===== config.mk =====
export PLATFORM = sky130hd
export DESIGN_NAME = dual_channel_safe_torque_off
export DESIGN_NICKNAME = d
export VERILOG_FILES = /design/src/sto_pkg.sv /design/src/dual_channel_safe_torque_off.sv /design/src/sto_channel_monitor.sv
export VERILOG_INCLUDE_DIRS = /design/src
export SDC_FILE = /design/constraint.sdc
export NUM_CORES = 1
export LEC_CHECK = 0
export ABC_CLOCK_PERIOD_IN_PS = 7050
export CAP_MARGIN = 20
export CORE_ASPECT_RATIO = 0.5
export CORE_MARGIN = 1
export CORE_UTILIZATION = 23
export CTS_BUF_LIST = sky130_fd_sc_hd__clkbuf_4 sky130_fd_sc_hd__clkbuf_8
export CTS_CLUSTER_DIAMETER = 80
export CTS_CLUSTER_SIZE = 24
export DETAILED_ROUTE_END_ITERATION = 6
export DONT_BUFFER_PORTS = 1
export PLACE_DENSITY = 0.39
export SYNTH_ARGS = -nofsm -noshare
export SYNTH_HDL_FRONTEND = slang
export SYNTH_HIERARCHICAL = 1
export SYNTH_SLANG_ARGS = --single-unit

===== constraint.sdc =====
create_clock -name CLOCK_I -period 7.05 [get_ports CLOCK_I]
set_input_delay 0.3525 -clock CLOCK_I [delete_from_list [all_inputs] [get_ports CLOCK_I]]
set_output_delay 0.3525 -clock CLOCK_I [all_outputs]
set_load 0.02 [all_outputs]

===== src/sto_consts.svh =====
/*
 * Constants of the dual channel safe torque off block: register offsets,
 * field positions, reset values, output function codes and timing counts.
 * Assumes a 100 MHz system clock and a 32-bit APB register bus.
 */
// Overview of operation
// - Both channels low: hold torque-off state, ignore run and motion commands; code goes to ST_FAULT instead while any fault is latched.
// - Leave torque-off only when both channels are high together; code also leaves it for ST_FAULT on any latched fault.
// - One channel high, other low: trip mismatch fault, disable output stage.
// - Mismatch fault stays latched; only an explicit fault reset clears it.
// - Both channels high: torque-off inactive, run and stop accepted normally.
// - Channels must change within 100 ms; longer skew raises mismatch fault.
// - Torque-off overrides every other function; nothing else enables the stage. Code lets a latched fault override it (ST_FAULT).
// - Drive state reported as one of eight states, readable in state view.
// - Each of five digital outputs selects torque-off, mismatch or fault signal.
// - Select 33: output on while torque-off state is active.
// - Select 34: output on while mismatch fault is present.
// - Select 13: output on whenever any drive fault is active.
// - Select 26: output on while the drive is not faulted.
// - Restart: restore both channels, then pulse start; motor starts on pulse.
`ifndef STO_CONSTS_SVH
`define STO_CONSTS_SVH

// ----------------------------------------------------------------------
// Register offsets
// ----------------------------------------------------------------------
`define STO_OFF_CONTROL 8'h00
`define STO_OFF_STATUS 8'h04
`define STO_OFF_OUTSEL0 8'h08
`define STO_OUTSEL_COUNT 5

// ----------------------------------------------------------------------
// Control fields
// ----------------------------------------------------------------------
`define STO_CTRL_START 0
`define STO_CTRL_FAULT_RESET 1
`define STO_CTRL_DC_BRAKE 2
`define STO_CTRL_TUNE 3
`define STO_CTRL_CONFIG 4

// ----------------------------------------------------------------------
// Status fields
// ----------------------------------------------------------------------
`define STO_STAT_STATE_LSB 0
`define STO_STAT_TORQUE_OFF 3
`define STO_STAT_MISMATCH 4
`define STO_STAT_ANY_FAULT 5
`define STO_STAT_IN_A 6
`define STO_STAT_IN_B 7
`define STO_STAT_STAGE_EN 8

// ----------------------------------------------------------------------
// Reset values and output function codes
// ----------------------------------------------------------------------
`define STO_OUTSEL_WIDTH 6
`define STO_OUTSEL_RESET 6'h00
`define STO_FN_TORQUE_OFF 6'h21
`define STO_FN_MISMATCH 6'h22
`define STO_FN_ANY_FAULT 6'h0D
`define STO_FN_NO_FAULT 6'h1A

// ----------------------------------------------------------------------
// Timing
// ----------------------------------------------------------------------
`define STO_CLOCK_HZ 100000000
`define STO_SKEW_LIMIT_MS 100
`define STO_SKEW_CYCLES (`STO_SKEW_LIMIT_MS * (`STO_CLOCK_HZ / 1000))

`endif


===== src/sto_pkg.sv =====
/*
 * Types shared by the safe torque off block.
 * Assumes nothing of its surroundings.
 */
`default_nettype none

package sto_pkg;

	// ------------------------------------------------------------------
	// Drive state, Gray coded along ready, run, brake, torque off
	// ------------------------------------------------------------------
	typedef enum logic [2:0]
	{
		ST_READY = 3'h0,
		ST_RUN = 3'h1,
		ST_DC_BRAKE = 3'h3,
		ST_TORQUE_OFF = 3'h2,
		ST_FAULT = 3'h6,
		ST_UNDERVOLTAGE = 3'h7,
		ST_SELF_TUNING = 3'h5,
		ST_CONFIG = 3'h4
	} drive_state_type;

endpackage : sto_pkg

`default_nettype wire


===== src/dual_channel_safe_torque_off.sv =====
/*
 * Dual channel safe torque off supervisor: drive state machine, output
 * stage enable, selectable digital outputs and an APB register slave.
 * Assumes all inputs synchronous to CLOCK_I and an APB3 master.
 */
// Added by the designer: the placing of the registers and the APB register port.
`include "sto_consts.svh"
`timescale 1ns/1ns
`default_nettype none

module dual_channel_safe_torque_off
	import sto_pkg::*;
#(
	parameter int SKEW_CYCLES = `STO_SKEW_CYCLES,
	parameter int CNT_W = 24,
	parameter int ADDR_W = 8,
	parameter int NUM_OUT = `STO_OUTSEL_COUNT
)
(
	input wire logic CLOCK_I,
	input wire logic RST_I,
	input wire logic PSEL_I,
	input wire logic PENABLE_I,
	input wire logic PWRITE_I,
	input wire logic [ADDR_W-1:0] PADDR_I,
	input wire logic [31:0] PWDATA_I,
	output logic [31:0] PRDATA_O,
	output logic PREADY_O,
	output logic PSLVERR_O,
	input wire logic SAFE_TORQUE_IN_A_I,
	input wire logic SAFE_TORQUE_IN_B_I,
	input wire logic START_PULSE_INPUT_I,
	input wire logic STOP_INPUT_I,
	input wire logic DRIVE_FAULT_I,
	input wire logic UNDERVOLTAGE_I,
	output logic OUTPUT_STAGE_EN_O,
	output logic [NUM_OUT-1:0] DIGITAL_OUTPUT_N_O,
	output logic [2:0] DRIVE_STATE_VIEW_O,
	output logic TORQUE_OFF_O,
	output logic MISMATCH_FAULT_O
);

	localparam int OW = `STO_OUTSEL_WIDTH;

	// ------------------------------------------------------------------
	// Functions
	// ------------------------------------------------------------------
	// Returns register index: 0 control, 1 status, 2.. output selects
	function automatic logic [3:0] reg_index(input logic [ADDR_W-1:0] addr);
		logic [ADDR_W-1:0] rel;
		rel = addr - ADDR_W'(`STO_OFF_OUTSEL0);
		reg_index = 4'hF;
		if (addr == ADDR_W'(`STO_OFF_CONTROL))
		begin
			reg_index = 4'h0;
		end
		else if (addr == ADDR_W'(`STO_OFF_STATUS))
		begin
			reg_index = 4'h1;
		end
		else if ((addr >= ADDR_W'(`STO_OFF_OUTSEL0)) && (rel[1:0] == 2'b00)
			&& ((rel >> 2) < ADDR_W'(NUM_OUT)))
		begin
			reg_index = 4'(rel >> 2) + 4'h2;
		end
	endfunction : reg_index

	// Output level for one function select code
	function automatic logic out_level(input logic [OW-1:0] sel, input logic sto,
		input logic mism, input logic fault);
		unique case (sel)
			`STO_FN_TORQUE_OFF: out_level = sto;
			`STO_FN_MISMATCH: out_level = mism;
			`STO_FN_ANY_FAULT: out_level = fault;
			`STO_FN_NO_FAULT: out_level = !fault;
			default: out_level = 1'b0;
		endcase
	endfunction : out_level

	// States in which the output stage may be switched on
	function automatic logic stage_state(input drive_state_type s);
		stage_state = (s == ST_RUN) || (s == ST_DC_BRAKE) || (s == ST_SELF_TUNING);
	endfunction : stage_state

	// ------------------------------------------------------------------
	// Channel monitor
	// ------------------------------------------------------------------
	logic in_a, in_b, mismatch;
	logic fault_reset;

	sto_channel_monitor
	#(
		.SKEW_CYCLES(SKEW_CYCLES),
		.CNT_W(CNT_W)
	)
	u_monitor
	(
		.clk_i(CLOCK_I),
		.rst_i(RST_I),
		.in_a_i(SAFE_TORQUE_IN_A_I),
		.in_b_i(SAFE_TORQUE_IN_B_I),
		.fault_reset_i(fault_reset),
		.a_o(in_a),
		.b_o(in_b),
		.mismatch_o(mismatch)
	);

	// ------------------------------------------------------------------
	// Register file
	// ------------------------------------------------------------------
	logic dc_brake_q, dc_brake_d;
	logic tune_q, tune_d;
	logic config_q, config_d;
	logic [NUM_OUT-1:0][OW-1:0] outsel_q, outsel_d;
	logic [31:0] rdata_q, rdata_d;
	logic err_q, err_d;
	logic sw_start;
	logic [3:0] idx;
	logic setup, wr_access;
	drive_state_type state_q, state_d;
	logic drive_fault_q, drive_fault_d;
	logic stage_q, stage_d;
	logic [NUM_OUT-1:0] dout_q, dout_d;
	logic start_prev_q;
	logic any_fault;

	assign any_fault = mismatch || drive_fault_q;

	always_comb
	begin
		idx = reg_index(PADDR_I);
		setup = PSEL_I && !PENABLE_I;
		wr_access = PSEL_I && PENABLE_I && PWRITE_I && (idx <= 4'(NUM_OUT + 1));
		dc_brake_d = dc_brake_q;
		tune_d = tune_q;
		config_d = config_q;
		outsel_d = outsel_q;
		sw_start = 1'b0;
		fault_reset = 1'b0;
		if (wr_access && (idx == 4'h0))
		begin
			sw_start = PWDATA_I[`STO_CTRL_START];
			fault_reset = PWDATA_I[`STO_CTRL_FAULT_RESET];
			dc_brake_d = PWDATA_I[`STO_CTRL_DC_BRAKE];
			tune_d = PWDATA_I[`STO_CTRL_TUNE];
			config_d = PWDATA_I[`STO_CTRL_CONFIG];
		end
		for (int i = 0; i < NUM_OUT; i++)
		begin
			if (wr_access && (idx == 4'(i + 2)))
			begin
				outsel_d[i] = PWDATA_I[OW-1:0];
			end
		end
		rdata_d = rdata_q;
		err_d = err_q;
		if (setup)
		begin
			rdata_d = '0;
			err_d = (idx > 4'(NUM_OUT + 1));
			if (idx == 4'h0)
			begin
				rdata_d[`STO_CTRL_DC_BRAKE] = dc_brake_q;
				rdata_d[`STO_CTRL_TUNE] = tune_q;
				rdata_d[`STO_CTRL_CONFIG] = config_q;
			end
			else if (idx == 4'h1)
			begin
				rdata_d[`STO_STAT_STATE_LSB +: 3] = state_q;
				rdata_d[`STO_STAT_TORQUE_OFF] = (state_q == ST_TORQUE_OFF);
				rdata_d[`STO_STAT_MISMATCH] = mismatch;
				rdata_d[`STO_STAT_ANY_FAULT] = any_fault;
				rdata_d[`STO_STAT_IN_A] = in_a;
				rdata_d[`STO_STAT_IN_B] = in_b;
				rdata_d[`STO_STAT_STAGE_EN] = stage_q;
			end
			else if (!err_d)
			begin
				rdata_d[OW-1:0] = outsel_q[idx - 4'h2];
			end
		end
	end

	always_ff @(posedge CLOCK_I)
	begin
		if (RST_I)
		begin
			dc_brake_q <= 1'b0;
			tune_q <= 1'b0;
			config_q <= 1'b0;
			outsel_q <= {NUM_OUT{`STO_OUTSEL_RESET}};
			rdata_q <= 32'h0000_0000;
			err_q <= 1'b0;
		end
		else
		begin
			dc_brake_q <= dc_brake_d;
			tune_q <= tune_d;
			config_q <= config_d;
			outsel_q <= outsel_d;
			rdata_q <= rdata_d;
			err_q <= err_d;
		end
	end

	assign PREADY_O = 1'b1;
	assign PRDATA_O = rdata_q;
	assign PSLVERR_O = PSEL_I && PENABLE_I && err_q;

	// ------------------------------------------------------------------
	// Drive state machine
	// ------------------------------------------------------------------
	logic both_low, both_high, start_evt;

	always_comb
	begin
		both_low = !in_a && !in_b;
		both_high = in_a && in_b;
		start_evt = (START_PULSE_INPUT_I && !start_prev_q) || sw_start;
		drive_fault_d = drive_fault_q;
		if (fault_reset)
		begin
			drive_fault_d = 1'b0;
		end
		if (DRIVE_FAULT_I)
		begin
			drive_fault_d = 1'b1;
		end
		state_d = state_q;
		if (any_fault)
		begin
			state_d = ST_FAULT;
		end
		else if (both_low)
		begin
			state_d = ST_TORQUE_OFF;
		end
		else if (state_q == ST_TORQUE_OFF)
		begin
			state_d = both_high ? ST_READY : ST_TORQUE_OFF;
		end
		else if (!both_high)
		begin
			state_d = ST_READY;
		end
		else if (UNDERVOLTAGE_I)
		begin
			state_d = ST_UNDERVOLTAGE;
		end
		else
		begin
			unique case (state_q)
				ST_READY:
				begin
					if (start_evt && STOP_INPUT_I)
					begin
						state_d = ST_RUN;
					end
					else if (tune_q)
					begin
						state_d = ST_SELF_TUNING;
					end
					else if (config_q)
					begin
						state_d = ST_CONFIG;
					end
				end
				ST_RUN:
				begin
					if (!STOP_INPUT_I)
					begin
						state_d = dc_brake_q ? ST_DC_BRAKE : ST_READY;
					end
				end
				ST_DC_BRAKE:
				begin
					if (!dc_brake_q)
					begin
						state_d = ST_READY;
					end
				end
				ST_SELF_TUNING:
				begin
					if (!tune_q)
					begin
						state_d = ST_READY;
					end
				end
				ST_CONFIG:
				begin
					if (!config_q)
					begin
						state_d = ST_READY;
					end
				end
				ST_FAULT, ST_UNDERVOLTAGE, ST_TORQUE_OFF:
				begin
					state_d = ST_READY;
				end
			endcase
		end
		stage_d = both_high && !any_fault && stage_state(state_d);
		for (int i = 0; i < NUM_OUT; i++)
		begin
			dout_d[i] = out_level(outsel_q[i], state_d == ST_TORQUE_OFF, mismatch,
				any_fault || drive_fault_d);
		end
	end

	always_ff @(posedge CLOCK_I)
	begin
		if (RST_I)
		begin
			state_q <= ST_READY;
			drive_fault_q <= 1'b0;
			stage_q <= 1'b0;
			dout_q <= '0;
			start_prev_q <= 1'b0;
		end
		else
		begin
			state_q <= state_d;
			drive_fault_q <= drive_fault_d;
			stage_q <= stage_d;
			dout_q <= dout_d;
			start_prev_q <= START_PULSE_INPUT_I;
		end
	end

	// ------------------------------------------------------------------
	// Outputs
	// ------------------------------------------------------------------
	assign OUTPUT_STAGE_EN_O = stage_q;
	assign DIGITAL_OUTPUT_N_O = dout_q;
	assign DRIVE_STATE_VIEW_O = state_q;
	assign TORQUE_OFF_O = (state_q == ST_TORQUE_OFF);
	assign MISMATCH_FAULT_O = mismatch;

endmodule : dual_channel_safe_torque_off

`default_nettype wire


===== src/sto_channel_monitor.sv =====
/*
 * Synchronises the two safe torque channels, counts how long they
 * disagree and latches the mismatch fault.
 * Assumes channel levels are synchronous to the clock; fault reset is a pulse.
 */
`timescale 1ns/1ns
`default_nettype none

module sto_channel_monitor
#(
	parameter int SKEW_CYCLES = 10000000,
	parameter int CNT_W = 24
)
(
	input wire logic clk_i,
	input wire logic rst_i,
	input wire logic in_a_i,
	input wire logic in_b_i,
	input wire logic fault_reset_i,
	output logic a_o,
	output logic b_o,
	output logic mismatch_o
);

	localparam logic [CNT_W-1:0] LIMIT = CNT_W'(SKEW_CYCLES);
	localparam logic [CNT_W-1:0] ONE = CNT_W'(1);

	logic a_meta_q, a_sync_q, b_meta_q, b_sync_q;
	logic [CNT_W-1:0] cnt_q, cnt_d;
	logic mism_q, mism_d;
	logic disagree, trip;

	// ------------------------------------------------------------------
	// Skew counter and fault latch
	// ------------------------------------------------------------------
	always_comb
	begin
		disagree = a_sync_q ^ b_sync_q;
		trip = disagree && (cnt_q == LIMIT);
		cnt_d = cnt_q;
		if (!disagree)
		begin
			cnt_d = '0;
		end
		else if (cnt_q != LIMIT)
		begin
			cnt_d = cnt_q + ONE;
		end
		mism_d = mism_q;
		if (fault_reset_i)
		begin
			mism_d = 1'b0;
		end
		if (trip)
		begin
			mism_d = 1'b1;
		end
	end

	always_ff @(posedge clk_i)
	begin
		if (rst_i)
		begin
			a_meta_q <= 1'b0;
			a_sync_q <= 1'b0;
			b_meta_q <= 1'b0;
			b_sync_q <= 1'b0;
			cnt_q <= '0;
			mism_q <= 1'b0;
		end
		else
		begin
			a_meta_q <= in_a_i;
			a_sync_q <= a_meta_q;
			b_meta_q <= in_b_i;
			b_sync_q <= b_meta_q;
			cnt_q <= cnt_d;
			mism_q <= mism_d;
		end
	end

	assign a_o = a_sync_q;
	assign b_o = b_sync_q;
	assign mismatch_o = mism_q;

endmodule : sto_channel_monitor

`default_nettype wire


Word-level counts from Yosys, hierarchy flattened. Cells that the tools add are included.

Flip-flop bits (word level): 83. Input port bits: 51. Logic and storage cells: 147. Output and inout bits: 45.

$lt $le $gt $ge: 5. Mux-type cells: 37. Reduce and logical (&&, ||, !) cells: 38. Bitwise operators: 2. Eq/ne operators: 40. $add $sub $neg: 4.

Operator list (number): == test 6 bit (second input constant) (10); 2-to-1 mux 3 bit (14); == test 6 x 4 -> 1 bit (second input constant) (5); == test 6 x 5 -> 1 bit (second input constant) (5); adder 24 x 1 -> 24 bit (second input constant) (1); == test 24 bit (second input constant) (1); != test 24 bit (second input constant) (1); logical AND 1 bit (20); one-hot mux 1 bit (4 select lines) (5); binary-select mux 6 bit (select 3 bit) (1); 2-to-1 mux 6 bit (3); one-hot mux 3 bit (6 select lines) (1); 2-to-1 mux 4 bit (4); == test 3 bit (second input constant) (5); == test 3 x 2 -> 1 bit (second input constant) (4); == test 4 x 3 -> 1 bit (second input constant) (3); == test 4 x 2 -> 1 bit (second input constant) (2); == test 8 x 3 -> 1 bit (second input constant) (1); greater-or-equal comparator 8 x 4 -> 1 bit (second input constant) (1); zero test 8 bit (1); subtractor 8 x 4 -> 8 bit (second input constant) (1); == test 3 x 1 -> 1 bit (second input constant) (2); zero test 1 bit (6); < comparator 6 x 3 -> 1 bit (second input constant) (1); other kinds (17) (28).

Depth between registers and ports, before layout. Gate-level depths: netlist (run 1).

Word-level depth: 24. Mapped depth: 13. Gate-level depth less buffers: 11.

Cells and area by module. Netlist (run 1), hierarchy kept.

By module, submodules not included: dual_channel_safe_torque_off (area each 3677.3 sq um, cells each 435, times used 1, sequential area each 1081.0 sq um); sto_channel_monitor (area each 1361.3 sq um, cells each 157, times used 1, sequential area each 580.6 sq um).

Worst setup path before layout (run 1). OpenSTA, ideal clock, no wires.

Kind: in2reg. From: in PADDR_I[3]. To: reg rdata_q[0] (netlist: PRDATA_O[0]). Stages on the path: 13. Slack: 4216 ps. Arrival: 2707 ps. Setup time: 127 ps. Path buffers: 2. Required time: 6923 ps. Cell sequence: buf_2 -> inv_1 -> ha_1 -> buf_2 -> xor2_1 -> a211oi_1 -> o21a_1 -> inv_1 -> ha_1 -> and2_1 -> and2_1 -> and3_1 -> or3_1.

Cells in the longest elaborated chain, start to end: 12. Elaborated cells on any way between the ends: 20. Those cells by class: add/sub (3); order compare (3); eq/ne (2); mux (8); reduce/logical (4).

RTL lines: start, declared (RTL line dual_channel_safe_torque_off.sv:25) `input wire logic [ADDR_W-1:0] PADDR_I,`; subtractor 8 x 4 -> 8 bit / greater-or-equal comparator 8 x 4 -> 1 bit (equally long branches) (RTL line dual_channel_safe_torque_off.sv:51, dual_channel_safe_torque_off.sv:61); < comparator 6 x 3 -> 1 bit / logical AND 1 bit (equally long branches) (RTL line dual_channel_safe_torque_off.sv:62, dual_channel_safe_torque_off.sv:61); logical AND 1 bit (RTL line dual_channel_safe_torque_off.sv:61) `` else if ((addr >= ADDR_W'(`STO_OFF_OUTSEL0)) && (rel[1:0] == 2'b00) ``; 2-to-1 mux 4 bit (RTL line dual_channel_safe_torque_off.sv:61); 2-to-1 mux 4 bit (RTL line dual_channel_safe_torque_off.sv:57) `` else if (addr == ADDR_W'(`STO_OFF_STATUS)) ``; 2-to-1 mux 4 bit (*) (RTL line dual_channel_safe_torque_off.sv:53) `` if (addr == ADDR_W'(`STO_OFF_CONTROL)) ``; subtractor 4 x 2 -> 4 bit (RTL line dual_channel_safe_torque_off.sv:179) `rdata_d[OW-1:0] = outsel_q[idx - 4'h2];`; binary-select mux 6 bit (select 3 bit) (RTL line dual_channel_safe_torque_off.sv:179); 2-to-1 mux 6 bit (implied by the code) (RTL line dual_channel_safe_torque_off.sv:179); 2-to-1 mux 6 bit (RTL line dual_channel_safe_torque_off.sv:177) `else if (!err_d)`; 2-to-1 mux 6 bit (RTL line dual_channel_safe_torque_off.sv:167) `else if (idx == 4'h1)`; 2-to-1 mux 2 bit (*) (RTL line dual_channel_safe_torque_off.sv:161) `if (idx == 4'h0)`; end signal, assigned (RTL line dual_channel_safe_torque_off.sv:201) `rdata_q <= rdata_d;`; end, declared (RTL line dual_channel_safe_torque_off.sv:115) `logic [31:0] rdata_q, rdata_d;`.

Every way passes the cells marked *; elsewhere a longest branch is shown, timed or not. The select of a mux whose other input is x is not followed. A chain may end at the register's enable or synchronous reset.

Worst setup path in the final report (run 1).
From: in PADDR_I[3]. To: reg rdata_q[1] (netlist: PRDATA_O[1]).

Same word-level chain as after synthesis.

==> results of run 1 <==
metal layers:
metal  GRT usage, %  vias up  routed length [um]
li1               -     2111                   -
met1           17.0     2017                7010
met2           21.9       62                6890
met3           2.99       14                 415
met4           3.88        0                 189
met5              0        -                   0
power groups by stage:
stage | clock [W] | combinational, W | sequential (W)
2_1_floorplan | 0 | 0.0000691 | 0.000486
3_3_place_gp | 0 | 0.0000622 | 0.000488
3_5_place_dp | 0 | 0.0000617 | 0.000488
4_1_cts | 0.000361 | 0.0000619 | 0.000477
5_1_grt | 0.000386 | 0.0000685 | 0.000477
6_report | 0.000341 | 0.0000626 | 0.000476
registers in the layout (all words and copies together) (netlist names), 3 cells and up:
signal / count
outsel_q: 30
u_monitor/cnt_q: 24
PRDATA_O: 9
DIGITAL_OUTPUT_N_O: 5
DRIVE_STATE_VIEW_O: 3
stage by stage:
stage / hold slack, ns / cells / utilization (%) / setup WS [ns]
global placement: 0.417 / 854 / 24.6 / 3.83
CTS: 0.0146 / 870 / 25.5 / 4.26
global route: 0.00101 / 871 / 25.6 / 4.10
finish: 0.0437 / 871 / 25.6 / 4.22
floorplan: 0.414 / 614 / - / 4.22
detailed placement: 0.424 / 854 / 24.6 / 3.88
area by class of cell:
type                            instances  area share, %
Clock buffer                           12           2.95
Inverter                               20           1.40
Clock inverter                          4          0.628
Multi-Input combinational cell        459           57.1
Sequential cell                        83           30.9
Timing Repair Buffer                    1          0.186
Tap cell                              292           6.79
worst max path at each step:
stage | end | cells after the start
after floorplan | PRDATA_O[0] | 13
after global placement | PRDATA_O[1] | 11
after detailed placement | PRDATA_O[1] | 11
after CTS | PRDATA_O[1] | 11
after global routing | PRDATA_O[1] | 11
final | PRDATA_O[1] | 11
critical path, stage by stage:
cell,delay [ns]
inv_1,0.06
ha_1,0.37
xor2_1,0.43
a211oi_1,0.12
o21a_1,0.26
inv_1,0.17
ha_1,0.28
nor3_1,0.17
nand4b_1,0.14
a2111oi_0,0.58
or3_1,0.20
layout by cell type (no fill, tap or decap), drive strengths merged, types with 4 or more instances in the layout:
cell type / instances
or4: 16
and2: 4
inv: 21
nor3b: 4
a21oi: 29
nor3: 19
nor4: 12
xnor2: 7
a22oi: 5
a2111oi: 6
mux2i: 35
dfxtp: 83
ha: 4
or3b: 6
a211oi: 14
a41oi: 4
nand2b: 33
xor2: 8
o21ai: 8
nand2: 24
nand3: 18
o31ai: 16
nor2b: 17
or3: 12
clkbuf: 12
nor4b: 4
nand4b: 6
o32ai: 5
nand4: 6
conb: 24
and3: 5
nor2: 59
cell usage after synthesis (4+ instances only):
library cell | instances | area (sq um)
a41oi_1 | 4 | 35.0
inv_1 | 20 | 75.1
buf_4 | 24 | 180
nor3b_1 | 4 | 30.0
o32ai_1 | 5 | 43.8
nand4b_1 | 5 | 43.8
nor4_1 | 10 | 62.6
a21oi_1 | 29 | 145
nor2_1 | 59 | 221
o31ai_1 | 15 | 113
or4_1 | 14 | 105
nor4b_1 | 4 | 35.0
nor3_1 | 19 | 95.1
ha_1 | 4 | 50.1
nand3_1 | 17 | 85.1
nor2b_1 | 17 | 106
nand2b_1 | 32 | 200
or3_1 | 12 | 75.1
mux2i_1 | 35 | 350
and2_1 | 4 | 25.0
nand2_1 | 24 | 90.1
nand4_1 | 5 | 31.3
and3_1 | 5 | 31.3
xnor2_1 | 7 | 61.3
a211oi_1 | 12 | 90.1
clkbuf_1 | 22 | 82.6
xor2_1 | 8 | 70.1
dfxtp_1 | 83 | 1660
a22oi_1 | 5 | 37.5
or3b_2 | 6 | 52.6
o21ai_0 | 7 | 35.0
logic make-up after synthesis:
logic type / Yosys count / share of synthesized area [%]
AND/OR/NAND/NOR: 255 / 29.3
AO/OA/AOI/OAI: 123 / 18.7
buffers and inverters: 72 / 7.67
flip-flops: 83 / 33.0
XOR/XNOR: 15 / 2.61
adder cells (fa/ha/maj): 5 / 1.22
multiplexers: 37 / 7.40
other: 2 / 0.149
==> results.toml, run 1 <==
[timing]
drv_slew = 0
fin_crit_ns = 2.83
timing.final.hold_violations = 0
rsz0062_at_grt = "no"
final.setup.tns_ns = 0
clock_skew_ns = 0.0118
setup_viol = 0
worst_pin_slew_ns = 1.14
timing.final.crit_share_pct = 40.1
fmax_mhz = 353
slew_headroom_pct = 23.0

[outcome]
status = "complete, no violations"

[setup_path]
crit_fanout = 15
r2r_end = "DIGITAL_OUTPUT_N_O[1]"
worstReg2RegStart = "DRIVE_STATE_VIEW_O[1]"
crit_path_start_kind = "primary input"
rrSetupSlack_ns = 4.70
reg2reg_depth = 5
required_ns = 7.36
crit_type = "in2reg"
crit_arrival_ns = 3.14
startpoint = "PADDR_I[3]"
setup.worst_path.end_class = "register"

[min_path]
hold_end = "u_monitor/b_o"
min_from = "RST_I"
whs_path_depth = 1
min_path_type = "in2reg"

[die]
io_pins = 96
rows = 37
die_h_um = 107
die_w_um = 211
core_area_sq_um = 21000
start_util_pct = 24.0
die_area_sq_um = 22500

[clocking]
clockBufferDepth = 2
clk_latency_ns = 0.37
post_cts_buffers = 0
ctsRootBufferMaster = "clkbuf_8"
path_clk_slew_ns = 0.09
cts_tree = "built"
cts_buffers = 9
ctsHoldBuffers = 0
ctsHtreeMaxLevel = 3
post_cts_resize_count = 0
cts.sink_count = 83

[synth]
postSynthAreaPerCell_sq_um = 8.51
synth_warnings = 6
synth_edf_count = 0
synth.distinct_cells = 72
synth-async-reset-ratio_pct = 0
ys_seq_elements = 83
synthesis.instances = 592
ys_seq_area_share_pct = 33.0
synth_area_sq_um = 5040
synth-main-ff-cell = "dfxtp_1"

[layout]
multi_input_area_sq_um = 3070
layout.area.seq_sq_um = 1660
final_cell_area_sq_um = 5380
fillCellCount = 2336
drive_gt1_share_pct = 7.25
diodes = 0
nets = 629
area_delta_synth_final_pct = 6.73

[power]
intPower_w = 0.000644
power.total_w = 0.000881
pwr-share-clk_pct = 38.8
power.density_nw_per_um2 = 164
p_leak_nw = 1.67
switching_power_w = 0.000236
vdd_drop_max_mv = 0.0743
power_frac_seq_pct = 54.1
swShare_pct = 26.9
combPwrFrac_pct = 7.1

[placement]
hpwl_um = 10500
placed_area_sq_um = 5170
io_buffers = 0
gp_congestion = 0.826

[grt]
overflow = 0
grt.total_usage_pct = 13.2
antenna_found_initial = 0
grt_max_degree = 74
grt_pass1_wl_um = 22700
grt_pass1_vias = 3966

[drt]
drtIter0Drc = 221
routed_wl_um = 14500
viasPerCell = 4.83
drtAntennaViolNets = 0
vias = 4204
dr.pass1.iters = 6
drc = 0
wl_per_cell_um = 16.7

[job]
maxCapViolations = 0
Power figures use the tool's default switching activity.
==> run 2: changes to the inputs <==
ABC_CLOCK_PERIOD_IN_PS = 2890   (was 7050)
clock period = 2.89 ns   (was 7.05 ns; I/O delays follow)
==> results.toml, run 2 (synthesis results as in run 1) <==
[setup_path]
crit_arrival_ns = 2.61
cp_top_family = "simple AND/OR/NAND/NOR gates"
cp_cell_sequence = "or3b_2 -> maj3_2 -> o32ai_1 -> nand4b_1 -> a211oi_1"
critPathBufInv = 0
worstReg2RegStart = "DRIVE_STATE_VIEW_O[1]"
startpoint = "DRIVE_STATE_VIEW_O[1]"
setup.worst_path.end_class = "register"
required_ns = 3.17
rrSetupSlack_ns = 0.56
crit_type = "reg2reg"
crit_path_start_kind = "register"
r2r_end = "DIGITAL_OUTPUT_N_O[1]"
crit_slowest_cell = "dfxtp_1"
crit_fanout = 7
critPathMaxStageDelay_ns = 0.58
reg2reg_depth = 5

[drt]
viasPerCell = 4.85
drc = 0
drtIter0Drc = 234
wl_per_cell_um = 17.3
dr.pass1.iters = 5
drtAntennaViolNets = 0
routed_wl_um = 15300
vias = 4308

[die]
die_w_um = 211
die_h_um = 107
rows = 37
core_area_sq_um = 21000
start_util_pct = 24.0
die_area_sq_um = 22500
io_pins = 96

[grt]
gr-usage-met1_pct = 18.7
grt.total_usage_pct = 14.0
use_met2_pct = 23.6
grt_pass1_wl_um = 24200
grt_use_met3_pct = 2.49
grt_max_degree = 60
grt_pass1_vias = 4112
overflow = 0
busiest_layer = "met2"
antenna_found_initial = 1

[power]
p_leak_nw = 1.77
power.total_w = 0.00223
power.density_nw_per_um2 = 400
vdd_drop_max_mv = 0.181

[layout]
layout_commonest_cell = "dfxtp_1"
final_cell_mix = "dfxtp_1 (83), nor2_1 (59), mux2i_1 (35)"
largest_reg_flops = 30
max_flop_register = "outsel_q"
final_cells = 889
diodes = 0
fillCellCount = 2342
area_delta_synth_final_pct = 10.6
drive_gt1_share_pct = 8.21
nets = 649

[timing]
worst_pin_slew_ns = 0.824
rsz0062_at_grt = "no"
slew_headroom_pct = 44.6
setup_viol = 0
clock_skew_ns = 0.0103
timing.final.crit_share_pct = 80.5
timing.final.hold_violations = 0
fin_crit_ns = 2.33
fmax_mhz = 430
drv_slew = 0
final.setup.tns_ns = 0

[clocking]
post_cts_resize_count = 0
clk_latency_ns = 0.36
path_clk_slew_ns = 0.09
cts_buffers = 9
ctsHoldBuffers = 13
post_cts_buffers = 0
ctsHtreeMaxLevel = 3
ctsRootBufferMaster = "clkbuf_8"
clockBufferDepth = 2
cts_tree = "built"
cts.sink_count = 83

[min_path]
min_path_type = "in2reg"
hold_end = "u_monitor/cnt_q[20]"
min_from = "RST_I"
whs_path_depth = 3

[job]
maxCapViolations = 0

[placement]
io_buffers = 0
gp_congestion = 0.844
hpwl_um = 10700
post-place-cells = 862

[outcome]
status = "complete, no violations"
run 2: through the flow:
stage | hold slack, ns | worst slack [ns] | cell area [sq um] | util [%]
final | 0.0238 | 0.563 | 5570 | 26.5
after global routing | 0.00262 | 0.334 | 5570 | 26.5
after CTS | 0.00733 | 0.491 | 5570 | 26.5
after detailed placement | 0.223 | 0.284 | 5240 | 24.9
after global placement | 0.221 | 0.285 | 5240 | 24.9
after floorplan | 0.216 | 0.264 | 5120 | -
run 2: worst max-delay path by stage:
stage | endpoint | cells past startpoint
CTS | DIGITAL_OUTPUT_N_O[1] | 5
global route | DIGITAL_OUTPUT_N_O[1] | 5
floorplan | PRDATA_O[0] | 13
detailed placement | PRDATA_O[0] | 11
finish | DIGITAL_OUTPUT_N_O[1] | 5
global placement | PRDATA_O[0] | 11
run 2: where the power goes:
group | switching [W] | internal [W]
sequential | 0.00000969 | 0.00115
clock | 0.000449 | 0.000416
combinational | 0.000138 | 0.0000632
total | 0.000597 | 0.00163
run 2: cell type report:
cell class | count | area [sq um] | share of cell area, %
well taps | 292 | 365 | 6.56
clock inverters | 4 | 51.3 | 0.921
flip-flops and latches | 83 | 1660 | 29.8
inverters | 20 | 75.1 | 1.35
multi-input cells | 459 | 3070 | 55.2
repair buffers | 21 | 208 | 3.73
clock buffers | 10 | 138 | 2.47
run 2: worst min-delay path, delay by kind of cell:
family,cells,cell delay (ns)
AND/OR/NAND/NOR,1,0.04
AO/OA/AOI/OAI,2,0.15
run 2: metal layers:
metal / share of wire [%] / vias up
li1: - / 2148
met1: 49 / 2078
met2: 48 / 68
met3: 2.6 / 14
met4: 0.84 / 0
met5: 0 / -
==> run 3: changes to the inputs <==
ABC_CLOCK_PERIOD_IN_PS = 1890   (was 2890)
PLACE_DENSITY = 0.4   (was 0.39)
clock period = 1.89 ns   (was 2.89 ns; I/O delays follow)
==> results.toml, run 3 (synthesis results as in run 1) <==
[outcome]
status = "complete, no violations"

[clocking]
cts_tree = "built"
cts_buffers = 9
ctsRootBufferMaster = "clkbuf_8"
path_clk_slew_ns = 0.10
ctsHtreeMaxLevel = 3
cts.sink_count = 83
clockBufferDepth = 2
clk_latency_ns = 0.36

[die]
die_area_sq_um = 22500
die_w_um = 211
start_util_pct = 24.0
io_pins = 96
die_h_um = 107
core_area_sq_um = 21000
rows = 37

[drt]
wl_per_cell_um = 16.5
dr.pass1.iters = 7
routed_wl_um = 15700
drtIter0Drc = 368
drc = 0
drtAntennaViolNets = 0
viasPerCell = 4.81
vias = 4572

[placement]
gp_congestion = 0.884
io_buffers = 0
place_ws_ns = -0.279
hpwl_um = 11500
placed_area_sq_um = 5780

[layout]
largest_reg_flops = 30
max_flop_register = "outsel_q"
fillCellCount = 2297
drive_gt1_share_pct = 21.3
area_delta_synth_final_pct = 23.7
nets = 708
diodes = 0
final_cell_area_sq_um = 6230
final_cell_mix = "dfxtp_1 (75), buf_4 (65), nor2_1 (59)"
layout_commonest_cell = "dfxtp_1"

[timing]
clock_skew_ns = 0.0198
timing.final.hold_violations = 0
fin_crit_ns = 1.88
slew_headroom_pct = 59.9
setup_ws_ns = 0.0121
rsz0062_at_grt = "yes"
worst_pin_slew_ns = 0.600
fmax_mhz = 532
drv_slew = 0
holdWs_ns = 0.0484
setup_viol = 0
final.setup.tns_ns = 0
timing.final.crit_share_pct = 99.4

[job]
maxCapViolations = 0

[power]
vdd_drop_max_mv = 0.287
power.total_w = 0.00348
power.density_nw_per_um2 = 559
p_leak_nw = 2.10

[grt]
grt_max_degree = 67
grt_pass1_wl_um = 24600
overflow = 0
grt_pass1_vias = 4405
antenna_found_initial = 1
grt.total_usage_pct = 14.0

[setup_path]
setup.worst_path.end_class = "register"
crit_path_start_kind = "register"
reg2reg_depth = 5
worstReg2RegStart = "DRIVE_STATE_VIEW_O[1]"
cp_cell_sequence = "or3b_4 -> maj3_4 -> o32ai_2 -> nand4b_1 -> a211oi_2"
rrSetupSlack_ns = 0.01
crit_fanout = 6
required_ns = 2.14
crit_arrival_ns = 2.12
startpoint = "DRIVE_STATE_VIEW_O[1]"
crit_slowest_cell = "maj3_4"
crit_type = "reg2reg"
critPathMaxStageDelay_ns = 0.41
r2r_end = "DIGITAL_OUTPUT_N_O[1]"
crit_path_end = "DIGITAL_OUTPUT_N_O[1]"

[min_path]
min_path_type = "in2reg"
run 3: cell types whose count changed in the layout (fill, tap and decap cells not counted), sizes merged:
cell	delta
buf	+60
clkbuf	-1
clkinv	+1
clkinvlp	+1
dlygate4sd3	-1
inv	+1
run 3: cell type report:
cell class / count / area (sq um) / area share [%]
Multi-Input combinational cell: 459 / 3230 / 51.9
Clock inverter: 7 / 76.3 / 1.22
Sequential cell: 83 / 1680 / 26.9
Timing Repair Buffer: 80 / 677 / 10.9
Tap cell: 292 / 365 / 5.86
Inverter: 20 / 80.1 / 1.29
Clock buffer: 9 / 124 / 1.99
run 3: per-stage QoR:
step / util, % / std cells
6_report: 29.6 / 950
5_1_grt: 29.6 / 950
4_1_cts: 29.3 / 947
3_5_place_dp: 27.5 / 918
3_3_place_gp: 27.5 / 918
2_1_floorplan: - / 614
run 3: worst min path at each step:
| stage | from | end | slack [ns] | cells past startpoint |
|---|---|---|---|---|
| finish | PADDR_I[2] | PRDATA_O[2] | 0.05 | 2 |
| global route | PADDR_I[2] | PRDATA_O[4] | 0.05 | 2 |
| CTS | PADDR_I[2] | PRDATA_O[2] | 0.03 | 2 |
| detailed placement | RST_I | u_monitor/b_o | 0.17 | 1 |
| global placement | RST_I | u_monitor/b_meta_q | 0.17 | 1 |
| floorplan | RST_I | u_monitor/a_meta_q | 0.17 | 1 |
run 3: layer usage:
metal,part of all wire (%),global-route usage [%],routed length [um],up-vias
met5,0,0,0,-
met1,51,19.5,7990,2189
met3,4.4,3.02,699,13
met2,44,22.0,6870,100
li1,-,-,-,2270
met4,0.95,3.31,150,0
run 3: worst max-delay path: cells and delay by family, from the launching register on:
| family | cells | cell delay (ns) |
|---|---|---|
| AOI/OAI and AO/OA | 2 | 0.51 |
| and+or+nand+nor | 2 | 0.52 |
| DFF | 1 | 0.34 |
| adders and majority gates | 1 | 0.41 |
run 3: timing repair:
item / CTS / global route
endpoints found under the setup margin: 7 / 12
pin swaps: 4 / 5
hold buffers: 12 / 0
buffers inserted: 1 / 3
gates cloned: 0 / 0
gates resized for setup: 6 / 9
hold endpoints to repair: 59 / 0
run 3: power by group:
group	switching (W)	total, W	internal (W)
clock	0.000711	0.00133	0.000621
sequential	0.00000986	0.00177	0.00176
combinational	0.000235	0.000384	0.000148
total	0.000956	0.00348	0.00253
